File: src/rsmu_consts.vh
// constants for the range select and math unit
`ifndef RSMU_CONSTS_VH
`define RSMU_CONSTS_VH

// measurement function codes
`define RSMU_FN_DCV        4'h0
`define RSMU_FN_ACV        4'h1
`define RSMU_FN_DCI        4'h2
`define RSMU_FN_ACI        4'h3
`define RSMU_FN_RES2W      4'h4
`define RSMU_FN_RES4W      4'h5
`define RSMU_FN_FREQ       4'h6
`define RSMU_FN_PERIOD     4'h7
`define RSMU_FN_CONT       4'h8
`define RSMU_FN_DIODE      4'h9
`define RSMU_FN_RATIO      4'hA
`define RSMU_NUM_FN        11

// math operation codes
`define RSMU_MATH_NULL     3'h0
`define RSMU_MATH_DB       3'h1
`define RSMU_MATH_DBM      3'h2
`define RSMU_MATH_MINMAX   3'h3
`define RSMU_MATH_LIMIT    3'h4
`define RSMU_MATH_COUNT    5

// range indices
`define RSMU_RANGE_LOW     3'h0
`define RSMU_RANGE_TOP     3'h4
`define RSMU_RANGE_CONT    3'h1
`define RSMU_RANGE_DIODE   3'h0

// readings are counts where full scale of the present range is this value
`define RSMU_FULL_SCALE    32'h000F4240
`define RSMU_DOWN_PCT      10
`define RSMU_UP_PCT        120
`define RSMU_DOWN_LIMIT    32'h000186A0
`define RSMU_UP_LIMIT      32'h00124F80

// remote overload word: a single-precision encoding close to 9.9E+37
`define RSMU_OVERLOAD_WORD 32'h7E94F607
// frequency and period report a single 3 Hz range
`define RSMU_FREQ_RANGE_HZ 20'h00003
// diode test source current in mA
`define RSMU_DIODE_SRC_MA  4'h1

// accumulator widths
`define RSMU_SUM_W         48
`define RSMU_CNT_W         16

`endif

File: src/rsmu_avg_div.v
// serial divider that forms the min-max average from sum and count
`timescale 1ns/1ps
`default_nettype none
`include "rsmu_consts.vh"

module rsmu_avg_div (
  // clock and reset
  input  wire                   ref_clk,
  input  wire                   rst_n,
  // request
  input  wire                   start,
  input  wire [`RSMU_SUM_W-1:0] sum,
  input  wire [`RSMU_CNT_W-1:0] count,
  // answer
  output reg                    busy,
  output reg                    done,
  output reg  [31:0]            quotient
);

  reg  [`RSMU_SUM_W-1:0] dividend;
  reg  [`RSMU_SUM_W-1:0] quo;
  reg  [`RSMU_CNT_W:0]   rem;
  reg  [`RSMU_CNT_W-1:0] divisor;
  reg  [5:0]             step;
  reg                    neg;
  wire [`RSMU_CNT_W:0]   trial;
  wire [`RSMU_CNT_W:0]   shifted;
  wire [31:0]            q_mag;

  assign shifted = {rem[`RSMU_CNT_W-1:0], dividend[`RSMU_SUM_W-1]};
  // last quotient bit joins the shifted partial quotient
  assign q_mag   = {quo[30:0], ~trial[`RSMU_CNT_W]};
  assign trial   = shifted - {1'b0, divisor};

  always @(posedge ref_clk or negedge rst_n) begin
    if (!rst_n) begin
      busy     <= 1'b0;
      done     <= 1'b0;
      quotient <= 32'h00000000;
      dividend <= {`RSMU_SUM_W{1'b0}};
      quo      <= {`RSMU_SUM_W{1'b0}};
      rem      <= {(`RSMU_CNT_W+1){1'b0}};
      divisor  <= {`RSMU_CNT_W{1'b0}};
      step     <= 6'h00;
      neg      <= 1'b0;
    end else begin
      done <= 1'b0;
      // a new start aborts a running division: only the latest sum counts
      if (start) begin
        busy     <= (count != {`RSMU_CNT_W{1'b0}});
        neg      <= sum[`RSMU_SUM_W-1];
        dividend <= sum[`RSMU_SUM_W-1] ? (~sum + 1'b1) : sum;
        divisor  <= count;
        quo      <= {`RSMU_SUM_W{1'b0}};
        rem      <= {(`RSMU_CNT_W+1){1'b0}};
        step     <= 6'h30;
      end else if (busy) begin
        dividend <= {dividend[`RSMU_SUM_W-2:0], 1'b0};
        if (!trial[`RSMU_CNT_W]) begin
          rem <= trial;
          quo <= {quo[`RSMU_SUM_W-2:0], 1'b1};
        end else begin
          rem <= shifted;
          quo <= {quo[`RSMU_SUM_W-2:0], 1'b0};
        end
        step <= step - 6'h01;
        if (step == 6'h01) begin
          busy     <= 1'b0;
          done     <= 1'b1;
          quotient <= neg ? (~q_mag + 32'h00000001) : q_mag;
        end
      end
    end
  end

endmodule
`default_nettype wire

File: src/rsmu_top.v
// range selection, overload report, math selection and min-max accumulator
`timescale 1ns/1ps
`default_nettype none
`include "rsmu_consts.vh"

module rsmu_top (
  // clock and reset
  input  wire                   ref_clk,
  input  wire                   rst_n,
  input  wire                   remote_reset,
  // function and range commands
  input  wire                   cmd_function,
  input  wire [3:0]             function_code,
  input  wire                   cmd_range_auto,
  input  wire                   range_auto_on,
  input  wire                   cmd_range_manual,
  input  wire [2:0]             range_value,
  // math commands
  input  wire                   cmd_math_func,
  input  wire [2:0]             math_func_code,
  input  wire                   cmd_math_state,
  input  wire                   math_state_on,
  // readings
  input  wire                   reading_valid,
  input  wire signed [31:0]     reading,
  input  wire                   signal_present,
  input  wire                   menu_open,
  input  wire                   beeper_enable,
  // range status
  output reg  [3:0]             active_function,
  output reg  [2:0]             active_range,
  output reg                    autorange_active,
  output wire                   reference_autorange,
  output wire                   range_is_freq,
  output wire [19:0]            freq_range_hz,
  output wire [3:0]             diode_source_ma,
  // result
  output reg                    result_valid,
  output reg  signed [31:0]     result,
  output reg                    overload_indication,
  output reg  [31:0]            remote_word_is_overload,
  // math status
  output reg  [2:0]             math_func,
  output reg                    math_active,
  output reg                    settings_conflict,
  // min-max results
  output reg  signed [31:0]     minmax_min,
  output reg  signed [31:0]     minmax_max,
  output wire signed [31:0]     minmax_avg,
  output reg  [`RSMU_CNT_W-1:0] minmax_count,
  output wire                   minmax_avg_busy,
  output reg                    new_min,
  output reg                    new_max,
  output reg                    beep
);

  // ----------------------------------------------------------------
  // function decode
  // ----------------------------------------------------------------
  wire clr_all = remote_reset;
  wire is_freq = (active_function == `RSMU_FN_FREQ) ||
                 (active_function == `RSMU_FN_PERIOD);
  wire is_cont = (active_function == `RSMU_FN_CONT);
  wire is_diode = (active_function == `RSMU_FN_DIODE);
  wire fixed_range = is_freq || is_cont || is_diode;

  assign range_is_freq       = is_freq;
  assign freq_range_hz       = is_freq ? `RSMU_FREQ_RANGE_HZ : 20'h00000;
  assign diode_source_ma     = is_diode ? `RSMU_DIODE_SRC_MA : 4'h0;
  assign reference_autorange = (active_function == `RSMU_FN_RATIO);

  // ----------------------------------------------------------------
  // per-function range storage
  // ----------------------------------------------------------------
  wire [`RSMU_NUM_FN-1:0] fn_auto;
  wire [3*`RSMU_NUM_FN-1:0] fn_range;
  wire [31:0] mag = reading[31] ? (~reading + 32'h00000001) : reading;
  wire accept = reading_valid && !menu_open;
  wire too_low  = (mag < `RSMU_DOWN_LIMIT);
  wire too_high = (mag > `RSMU_UP_LIMIT);
  wire [2:0] cur_range = fn_range[3*active_function +: 3];
  wire cur_auto = fn_auto[active_function];
  wire step_down = accept && !fixed_range && cur_auto && too_low &&
                   (cur_range != `RSMU_RANGE_LOW);
  wire step_up = accept && !fixed_range && cur_auto && too_high &&
                 (cur_range != `RSMU_RANGE_TOP);

  genvar g;
  generate
    for (g = 0; g < `RSMU_NUM_FN; g = g + 1) begin : g_fn
      reg       auto_q;
      reg [2:0] range_q;
      wire sel_cur = (active_function == g);
      assign fn_auto[g] = auto_q;
      assign fn_range[3*g +: 3] = range_q;
      always @(posedge ref_clk or negedge rst_n) begin
        if (!rst_n) begin
          auto_q  <= 1'b1;
          range_q <= `RSMU_RANGE_TOP;
        end else if (clr_all) begin
          auto_q  <= 1'b1;
          range_q <= `RSMU_RANGE_TOP;
        end else begin
          // commands address the selected function's own entry
          if (cmd_range_manual && sel_cur) begin
            auto_q  <= 1'b0;
            range_q <= (range_value > `RSMU_RANGE_TOP) ?
                       `RSMU_RANGE_TOP : range_value;
          end else if (cmd_range_auto && sel_cur) begin
            auto_q <= range_auto_on;
          end else if (sel_cur && step_down) begin
            range_q <= range_q - 3'h1;
          end else if (sel_cur && step_up) begin
            range_q <= range_q + 3'h1;
          end
        end
      end
    end
  endgenerate

  // ----------------------------------------------------------------
  // active function and range report
  // ----------------------------------------------------------------
  always @(posedge ref_clk or negedge rst_n) begin
    if (!rst_n) begin
      active_function <= `RSMU_FN_DCV;
    end else if (clr_all) begin
      active_function <= `RSMU_FN_DCV;
    end else if (cmd_function && function_code < `RSMU_NUM_FN) begin
      active_function <= function_code;
    end
  end

  always @* begin
    if (is_cont) begin
      active_range = `RSMU_RANGE_CONT;
    end else if (is_diode) begin
      active_range = `RSMU_RANGE_DIODE;
    end else if (is_freq) begin
      active_range = `RSMU_RANGE_LOW;
    end else begin
      active_range = cur_range;
    end
    autorange_active = cur_auto && !fixed_range;
  end

  // ----------------------------------------------------------------
  // result and overload
  // ----------------------------------------------------------------
  // overload on a too-high reading in manual, on the top range, or in diode or continuity
  wire overload = too_high && !is_freq &&
                  (!cur_auto || fixed_range ||
                   cur_range == `RSMU_RANGE_TOP);

  always @(posedge ref_clk or negedge rst_n) begin
    if (!rst_n) begin
      result_valid            <= 1'b0;
      result                  <= 32'sh00000000;
      overload_indication     <= 1'b0;
      remote_word_is_overload <= 32'h00000000;
    end else begin
      result_valid <= accept;
      if (accept) begin
        overload_indication     <= overload;
        remote_word_is_overload <= overload ? `RSMU_OVERLOAD_WORD
                                            : 32'h00000000;
        result <= (is_freq && !signal_present) ? 32'sh00000000
                                               : reading;
      end
    end
  end

  // ----------------------------------------------------------------
  // math selection and state
  // ----------------------------------------------------------------
  function allowed;
    input [2:0] op;
    input [3:0] fn;
    begin
      case (op)
        `RSMU_MATH_NULL:   allowed = (fn <= `RSMU_FN_PERIOD);
        `RSMU_MATH_DB,
        `RSMU_MATH_DBM:    allowed = (fn <= `RSMU_FN_ACV);
        `RSMU_MATH_MINMAX,
        `RSMU_MATH_LIMIT:  allowed = (fn != `RSMU_FN_CONT) &&
                                     (fn != `RSMU_FN_DIODE) &&
                                     (fn < `RSMU_NUM_FN);
        default:           allowed = 1'b0;
      endcase
    end
  endfunction

  reg [2:0] next_math_func;
  reg       next_math_active;
  reg       next_conflict;

  always @* begin
    next_math_func   = math_func;
    next_math_active = math_active;
    next_conflict    = 1'b0;
    if (cmd_math_func && math_func_code < `RSMU_MATH_COUNT) begin
      next_math_func = math_func_code;
      if (math_active && !allowed(math_func_code, active_function)) begin
        next_math_active = 1'b0;
        next_conflict    = 1'b1;
      end
    end
    if (cmd_math_state) begin
      // applied only with state on, and only when allowed
      next_math_active = math_state_on &&
                         allowed(next_math_func, active_function);
    end
    // an ignored function code must not cancel math
    if (cmd_function && function_code != active_function &&
        function_code < `RSMU_NUM_FN) begin
      next_math_active = 1'b0;
    end
  end

  always @(posedge ref_clk or negedge rst_n) begin
    if (!rst_n) begin
      math_func         <= `RSMU_MATH_NULL;
      math_active       <= 1'b0;
      settings_conflict <= 1'b0;
    end else if (clr_all) begin
      math_func         <= `RSMU_MATH_NULL;
      math_active       <= 1'b0;
      settings_conflict <= 1'b0;
    end else begin
      math_func         <= next_math_func;
      math_active       <= next_math_active;
      settings_conflict <= next_conflict;
    end
  end

  // ----------------------------------------------------------------
  // min-max accumulator
  // ----------------------------------------------------------------
  wire minmax_on = math_active && (math_func == `RSMU_MATH_MINMAX);
  wire minmax_start = next_math_active && !minmax_on &&
                      (next_math_func == `RSMU_MATH_MINMAX);
  // overloaded readings are kept out of the statistics
  wire take = minmax_on && accept && !overload;
  wire first = (minmax_count == {`RSMU_CNT_W{1'b0}});
  wire signed [`RSMU_SUM_W-1:0] rd_ext =
    {{(`RSMU_SUM_W-32){reading[31]}}, reading};
  reg  signed [`RSMU_SUM_W-1:0] sum;
  reg                           div_start;

  always @(posedge ref_clk or negedge rst_n) begin
    if (!rst_n) begin
      minmax_min   <= 32'sh00000000;
      minmax_max   <= 32'sh00000000;
      minmax_count <= {`RSMU_CNT_W{1'b0}};
      sum          <= {`RSMU_SUM_W{1'b0}};
      new_min      <= 1'b0;
      new_max      <= 1'b0;
      beep         <= 1'b0;
      div_start    <= 1'b0;
    end else begin
      new_min   <= 1'b0;
      new_max   <= 1'b0;
      beep      <= 1'b0;
      div_start <= 1'b0;
      if (clr_all || minmax_start) begin
        minmax_min   <= 32'sh00000000;
        minmax_max   <= 32'sh00000000;
        minmax_count <= {`RSMU_CNT_W{1'b0}};
        sum          <= {`RSMU_SUM_W{1'b0}};
        div_start    <= 1'b1;
      end else if (take) begin
        if (first) begin
          minmax_min <= reading;
          minmax_max <= reading;
          new_min    <= 1'b1;
          new_max    <= 1'b1;
          beep       <= beeper_enable;
        end else begin
          if (reading < minmax_min) begin
            minmax_min <= reading;
            new_min    <= 1'b1;
          end
          if (reading > minmax_max) begin
            minmax_max <= reading;
            new_max    <= 1'b1;
          end
          beep <= beeper_enable &&
                  (reading < minmax_min || reading > minmax_max);
        end
        // count saturates so the average never divides by a wrapped count
        if (minmax_count != {`RSMU_CNT_W{1'b1}}) begin
          minmax_count <= minmax_count + 1'b1;
          sum          <= sum + rd_ext;
          div_start    <= 1'b1;
        end
      end
    end
  end

  wire [31:0] avg_q;

  rsmu_avg_div u_avg_div (
    .ref_clk  (ref_clk),
    .rst_n    (rst_n),
    .start    (div_start),
    .sum      (sum),
    .count    (minmax_count),
    .busy     (minmax_avg_busy),
    .done     (),
    .quotient (avg_q)
  );

  assign minmax_avg = (minmax_count == {`RSMU_CNT_W{1'b0}}) ?
                      32'sh00000000 : avg_q;

endmodule
`default_nettype wire

File: config.mk
export PLATFORM = sky130hd
export DESIGN_NAME = rsmu_top
export DESIGN_NICKNAME = d
export VERILOG_FILES = /design/src/rsmu_avg_div.v /design/src/rsmu_top.v
export VERILOG_INCLUDE_DIRS = /design/src
export SDC_FILE = /design/constraint.sdc
export NUM_CORES = 1
export LEC_CHECK = 0
export BUFFER_PORTS_ARGS = -buffer_cell sky130_fd_sc_hd__buf_2
export CAP_MARGIN = 0
export CORE_UTILIZATION = 33
export DETAILED_ROUTE_END_ITERATION = 16
export SETUP_SLACK_MARGIN = 0.02
export SLEW_MARGIN = 20
export SYNTH_ARGS = -nofsm -noshare
export SYNTH_HDL_FRONTEND = slang
export SYNTH_SLANG_ARGS = --single-unit
export TNS_END_PERCENT = 10
File: constraint.sdc
create_clock -name ref_clk -period 5.54 [get_ports ref_clk]
set_input_delay 0.554 -clock ref_clk [delete_from_list [all_inputs] [get_ports ref_clk]]
set_output_delay 0.554 -clock ref_clk [all_outputs]
set_load 0.02 [all_outputs]
==> impl_metrics.json <==
{
  "layout-drive-gt1-share_pct": 15.1,
  "path_clk_slew_ns": 0.06,
  "grt_pass1_wl_mm": 105,
  "max_stage_delay_ns": 0.39,
  "min_from": "cmd_function",
  "synthesis.area_um2": 24300,
  "r2r-end": "u_avg_div.quotient[26]",
  "cts.hold.buffers_added": 1,
  "wl_met2_mm": 30.4,
  "drt-pass1-iter-count": 5,
  "crit_start": "u_avg_div.divisor[0]",
  "crit_chain": "ha_1 > fa_1 > nand2b_1 > a21oi_1 > o21ai_0 > a21oi_1 > buf_4 > a32oi_1 > a211o_1 > xnor2_1 > clkinv_1 > ha_1 > nand2_1 > or3_1 > or2_2 > or3_1 > or2_2 > o41ai_1 > xor2_1 > o21ai_0",
  "wire_per_inst_um": 16.9,
  "finalPower_mw": 6.54,
  "synth-edff-count": 0,
  "yosys.area_share.simple_pct": 17.2,
  "antenna_found_initial": 1,
  "post-route-min-period_ns": 4.83,
  "peakVddDrop_uv": 249,
  "synth_area_leader_cell": "dfrtp_1",
  "fin_setup_tns_ns": 0,
  "cp_max_fo": 6,
  "clkLatencyLatePin_ns": 0.60,
  "synthFlopType": "dfrtp_1",
  "r2r_cells": 20,
  "numPortBuffers": 241,
  "synth_seq_area_share_pct": 37.8,
  "vias": 20200,
  "drt_iter0_markers": 1065,
  "yosys_register_bits": 366,
  "yosys-top-cells-count": "348 x dfrtp_1, 280 x nand2_1, 205 x o21ai_0",
  "design.final.nets": 3051,
  "synthDistinctLibCells": 95,
  "critPathLaunchType": "register",
  "reg2reg_slack_ns": 0.71,
  "final_cells": 3849,
  "leakagePower_nw": 12.3,
  "skew_ns": 0.0399,
  "cts_tree": "yes",
  "hold_viol": 0,
  "rows": 99,
  "cts_root_buf": "clkbuf_16",
  "synth_top_area_share_pct": 35.9,
  "core-area_um2": 72800,
  "cts_setup_buffers": 0,
  "synth_xor_area_share_pct": 5.77,
  "grt_overflow_total": 0,
  "boundaryPins": 277,
  "drc_errors": 0,
  "final_antenna_net_count": 0,
  "maxCapViolCount": 0,
  "start_util_pct": 33.3,
  "die_area_um2": 74600,
  "synth_cells": 2703,
  "synth_most_common_cell": "dfrtp_1",
  "rr_startpoint": "u_avg_div.divisor[0]",
  "cpLargestDelayFamily": "simple AND/OR/NAND/NOR gates",
  "hold_class": "in2reg",
  "gp_congestion": 0.851,
  "finalWirelength_mm": 65.1,
  "grt_pass1_vias": 19400,
  "fmax_mhz": 207,
  "synth.area.top_cells": "dfrtp_1 36%, ha_1 6.9%, nand2_1 4.3%, o21ai_0 4.2%, mux2i_1 3.9%",
  "setup_viol": 0,
  "dpl_cell_area_um2": 26100,
  "maxSlewHeadroom_pct": 32.5,
  "synth_compound_area_share_pct": 20.3,
  "postSynthAreaPerCell_um2": 8.98,
  "yosysWarnings": 0,
  "grt_setup_unrepaired": "no",
  "required_ns": 5.99,
  "die_y_um": 273,
  "synthToLayoutAreaGrowth_pct": 14.1,
  "drv_slew": 0,
  "design_area_um2": 27700,
  "synth_top_family_by_area": "compound AO/OA/AOI/OAI gates",
  "worst-path-buf-inv": 2,
  "dr_wl_met3_mm": 3.04,
  "viasPerCell": 5.24,
  "clkSinkCount": 366,
  "end_kind": "register",
  "powerDensity_nw_per_um2": 236,
  "status": "completed",
  "die_w_um": 273,
  "htree_num_levels": 2,
  "cts.path.max_buffers": 3,
  "period_share_pct": 87.2,
  "dr.max_layer_used": "met4",
  "ctsResizeCount": 0,
  "grt_use_total_pct": 17.2,
  "dp_cells": 3764,
  "worst-setup-path-type": "reg2reg",
  "tightest_slew_ns": 1.00,
  "async_flop_share_pct": 100,
  "synthMuxAreaShare_pct": 4.80,
  "arrival_ns": 5.28,
  "cts_made_buffers": 44,
  "holdWs_ns": 0.235,
  "nFillCells": 7447,
  "grt_max_degree": 135,
  "cp_slowest_cell": "fa_1",
  "min_delay_path_depth": 3,
  "wl_met1_mm": 29.4,
  "synth_adder_area_share_pct": 7.60,
  "dpl.hpwl_mm": 46.7,
  "hold_end": "active_function[3]"
}
-- power breakdown --
group          internal (mW)  total [mW]  switching, mW
registers               2.72        2.77         0.0475
clock network           1.82        3.08           1.25
logic                  0.221       0.698          0.477
-- kinds of logic after synthesis --
logic type,count (synthesis)
AOI/OAI and AO/OA,735
xor gates and xnor gates,160
adders and majority gates,142
buffers and inverters,346
DFF,366
muxes,107
other,1
and+or+nand+nor,846
-- placed cells by master (no fill, tap or decap), types with 23 or more instances in the layout --
| master | synthesis | routed |
|---|---|---|
| a211oi_1 | 23 | 23 |
| a21o_1 | 41 | 40 |
| a21oi_1 | 147 | 145 |
| a22o_1 | 98 | 98 |
| and2_1 | 45 | 45 |
| buf_2 | 20 | 240 |
| buf_4 | 56 | 39 |
| clkbuf_16 | 0 | 44 |
| conb_1 | 1 | 35 |
| dfrtp_1 | 348 | 346 |
| ha_1 | 133 | 133 |
| inv_1 | 130 | 130 |
| mux2i_1 | 94 | 93 |
| nand2_1 | 280 | 280 |
| nand2b_1 | 27 | 26 |
| nand3_1 | 61 | 61 |
| nand4_1 | 33 | 33 |
| nor2_1 | 164 | 162 |
| nor2b_1 | 28 | 28 |
| nor3_1 | 44 | 44 |
| nor4_1 | 29 | 29 |
| o21ai_0 | 205 | 205 |
| o31ai_1 | 37 | 37 |
| or3_1 | 41 | 41 |
| xnor2_1 | 106 | 106 |
| xor2_1 | 54 | 54 |
-- per-layer routing --
metal  track usage, %  vias up
met1             22.6     9629
met5                0        -
li1                 -     9945
met2             28.6      475
met4             6.45        0
met3             2.52      112
-- metrics by stage --
stage	util, %	worst slack, ns
6_report	38.0	0.709
2_1_floorplan	-	0.503
4_1_cts	38.0	0.650
3_3_place_gp	35.9	0.675
5_1_grt	38.0	0.319
3_5_place_dp	35.9	0.597
-- worst max-delay path by stage --
stage / end / slack (ns) / cells after the start
floorplan: u_avg_div.quotient[26] / 0.50 / 20
global placement: g_fn[4].range_q[1] / 0.67 / 15
detailed placement: g_fn[10].range_q[1] / 0.60 / 15
CTS: u_avg_div.quotient[26] / 0.65 / 21
global route: u_avg_div.quotient[26] / 0.32 / 21
finish: u_avg_div.quotient[26] / 0.71 / 20
-- worst min-delay path, cell delays in order --
cell     delay (ns)
buf_2          0.10
nand3_1        0.07
a21oi_1        0.06
-- sequential cells by signal (all words and copies together) (netlist names), 3 cells and up --
signal              count
math_func               3
g_fn.auto_q             7
active_function         4
g_fn.range_q           33
u_avg_div.step          6
u_avg_div.quotient     32
minmax_min             32
minmax_count           16
result                 32
sum                    48
u_avg_div.dividend     48
u_avg_div.rem          16
u_avg_div.divisor      16
u_avg_div.quo          31
minmax_max             32
-- area by class of cell --
cell class	instances	area [µm²]	share of cell area, %
flip-flops and latches	366	9190	33.2
clock buffers	51	1180	4.25
clock inverters	31	364	1.31
repair buffers	284	1590	5.73
inverters	132	495	1.79
diodes	1	2.50	0.00903
multi-input cells	2025	13700	49.4
well taps	959	1200	4.33
(Power assumes the default switching activity.)
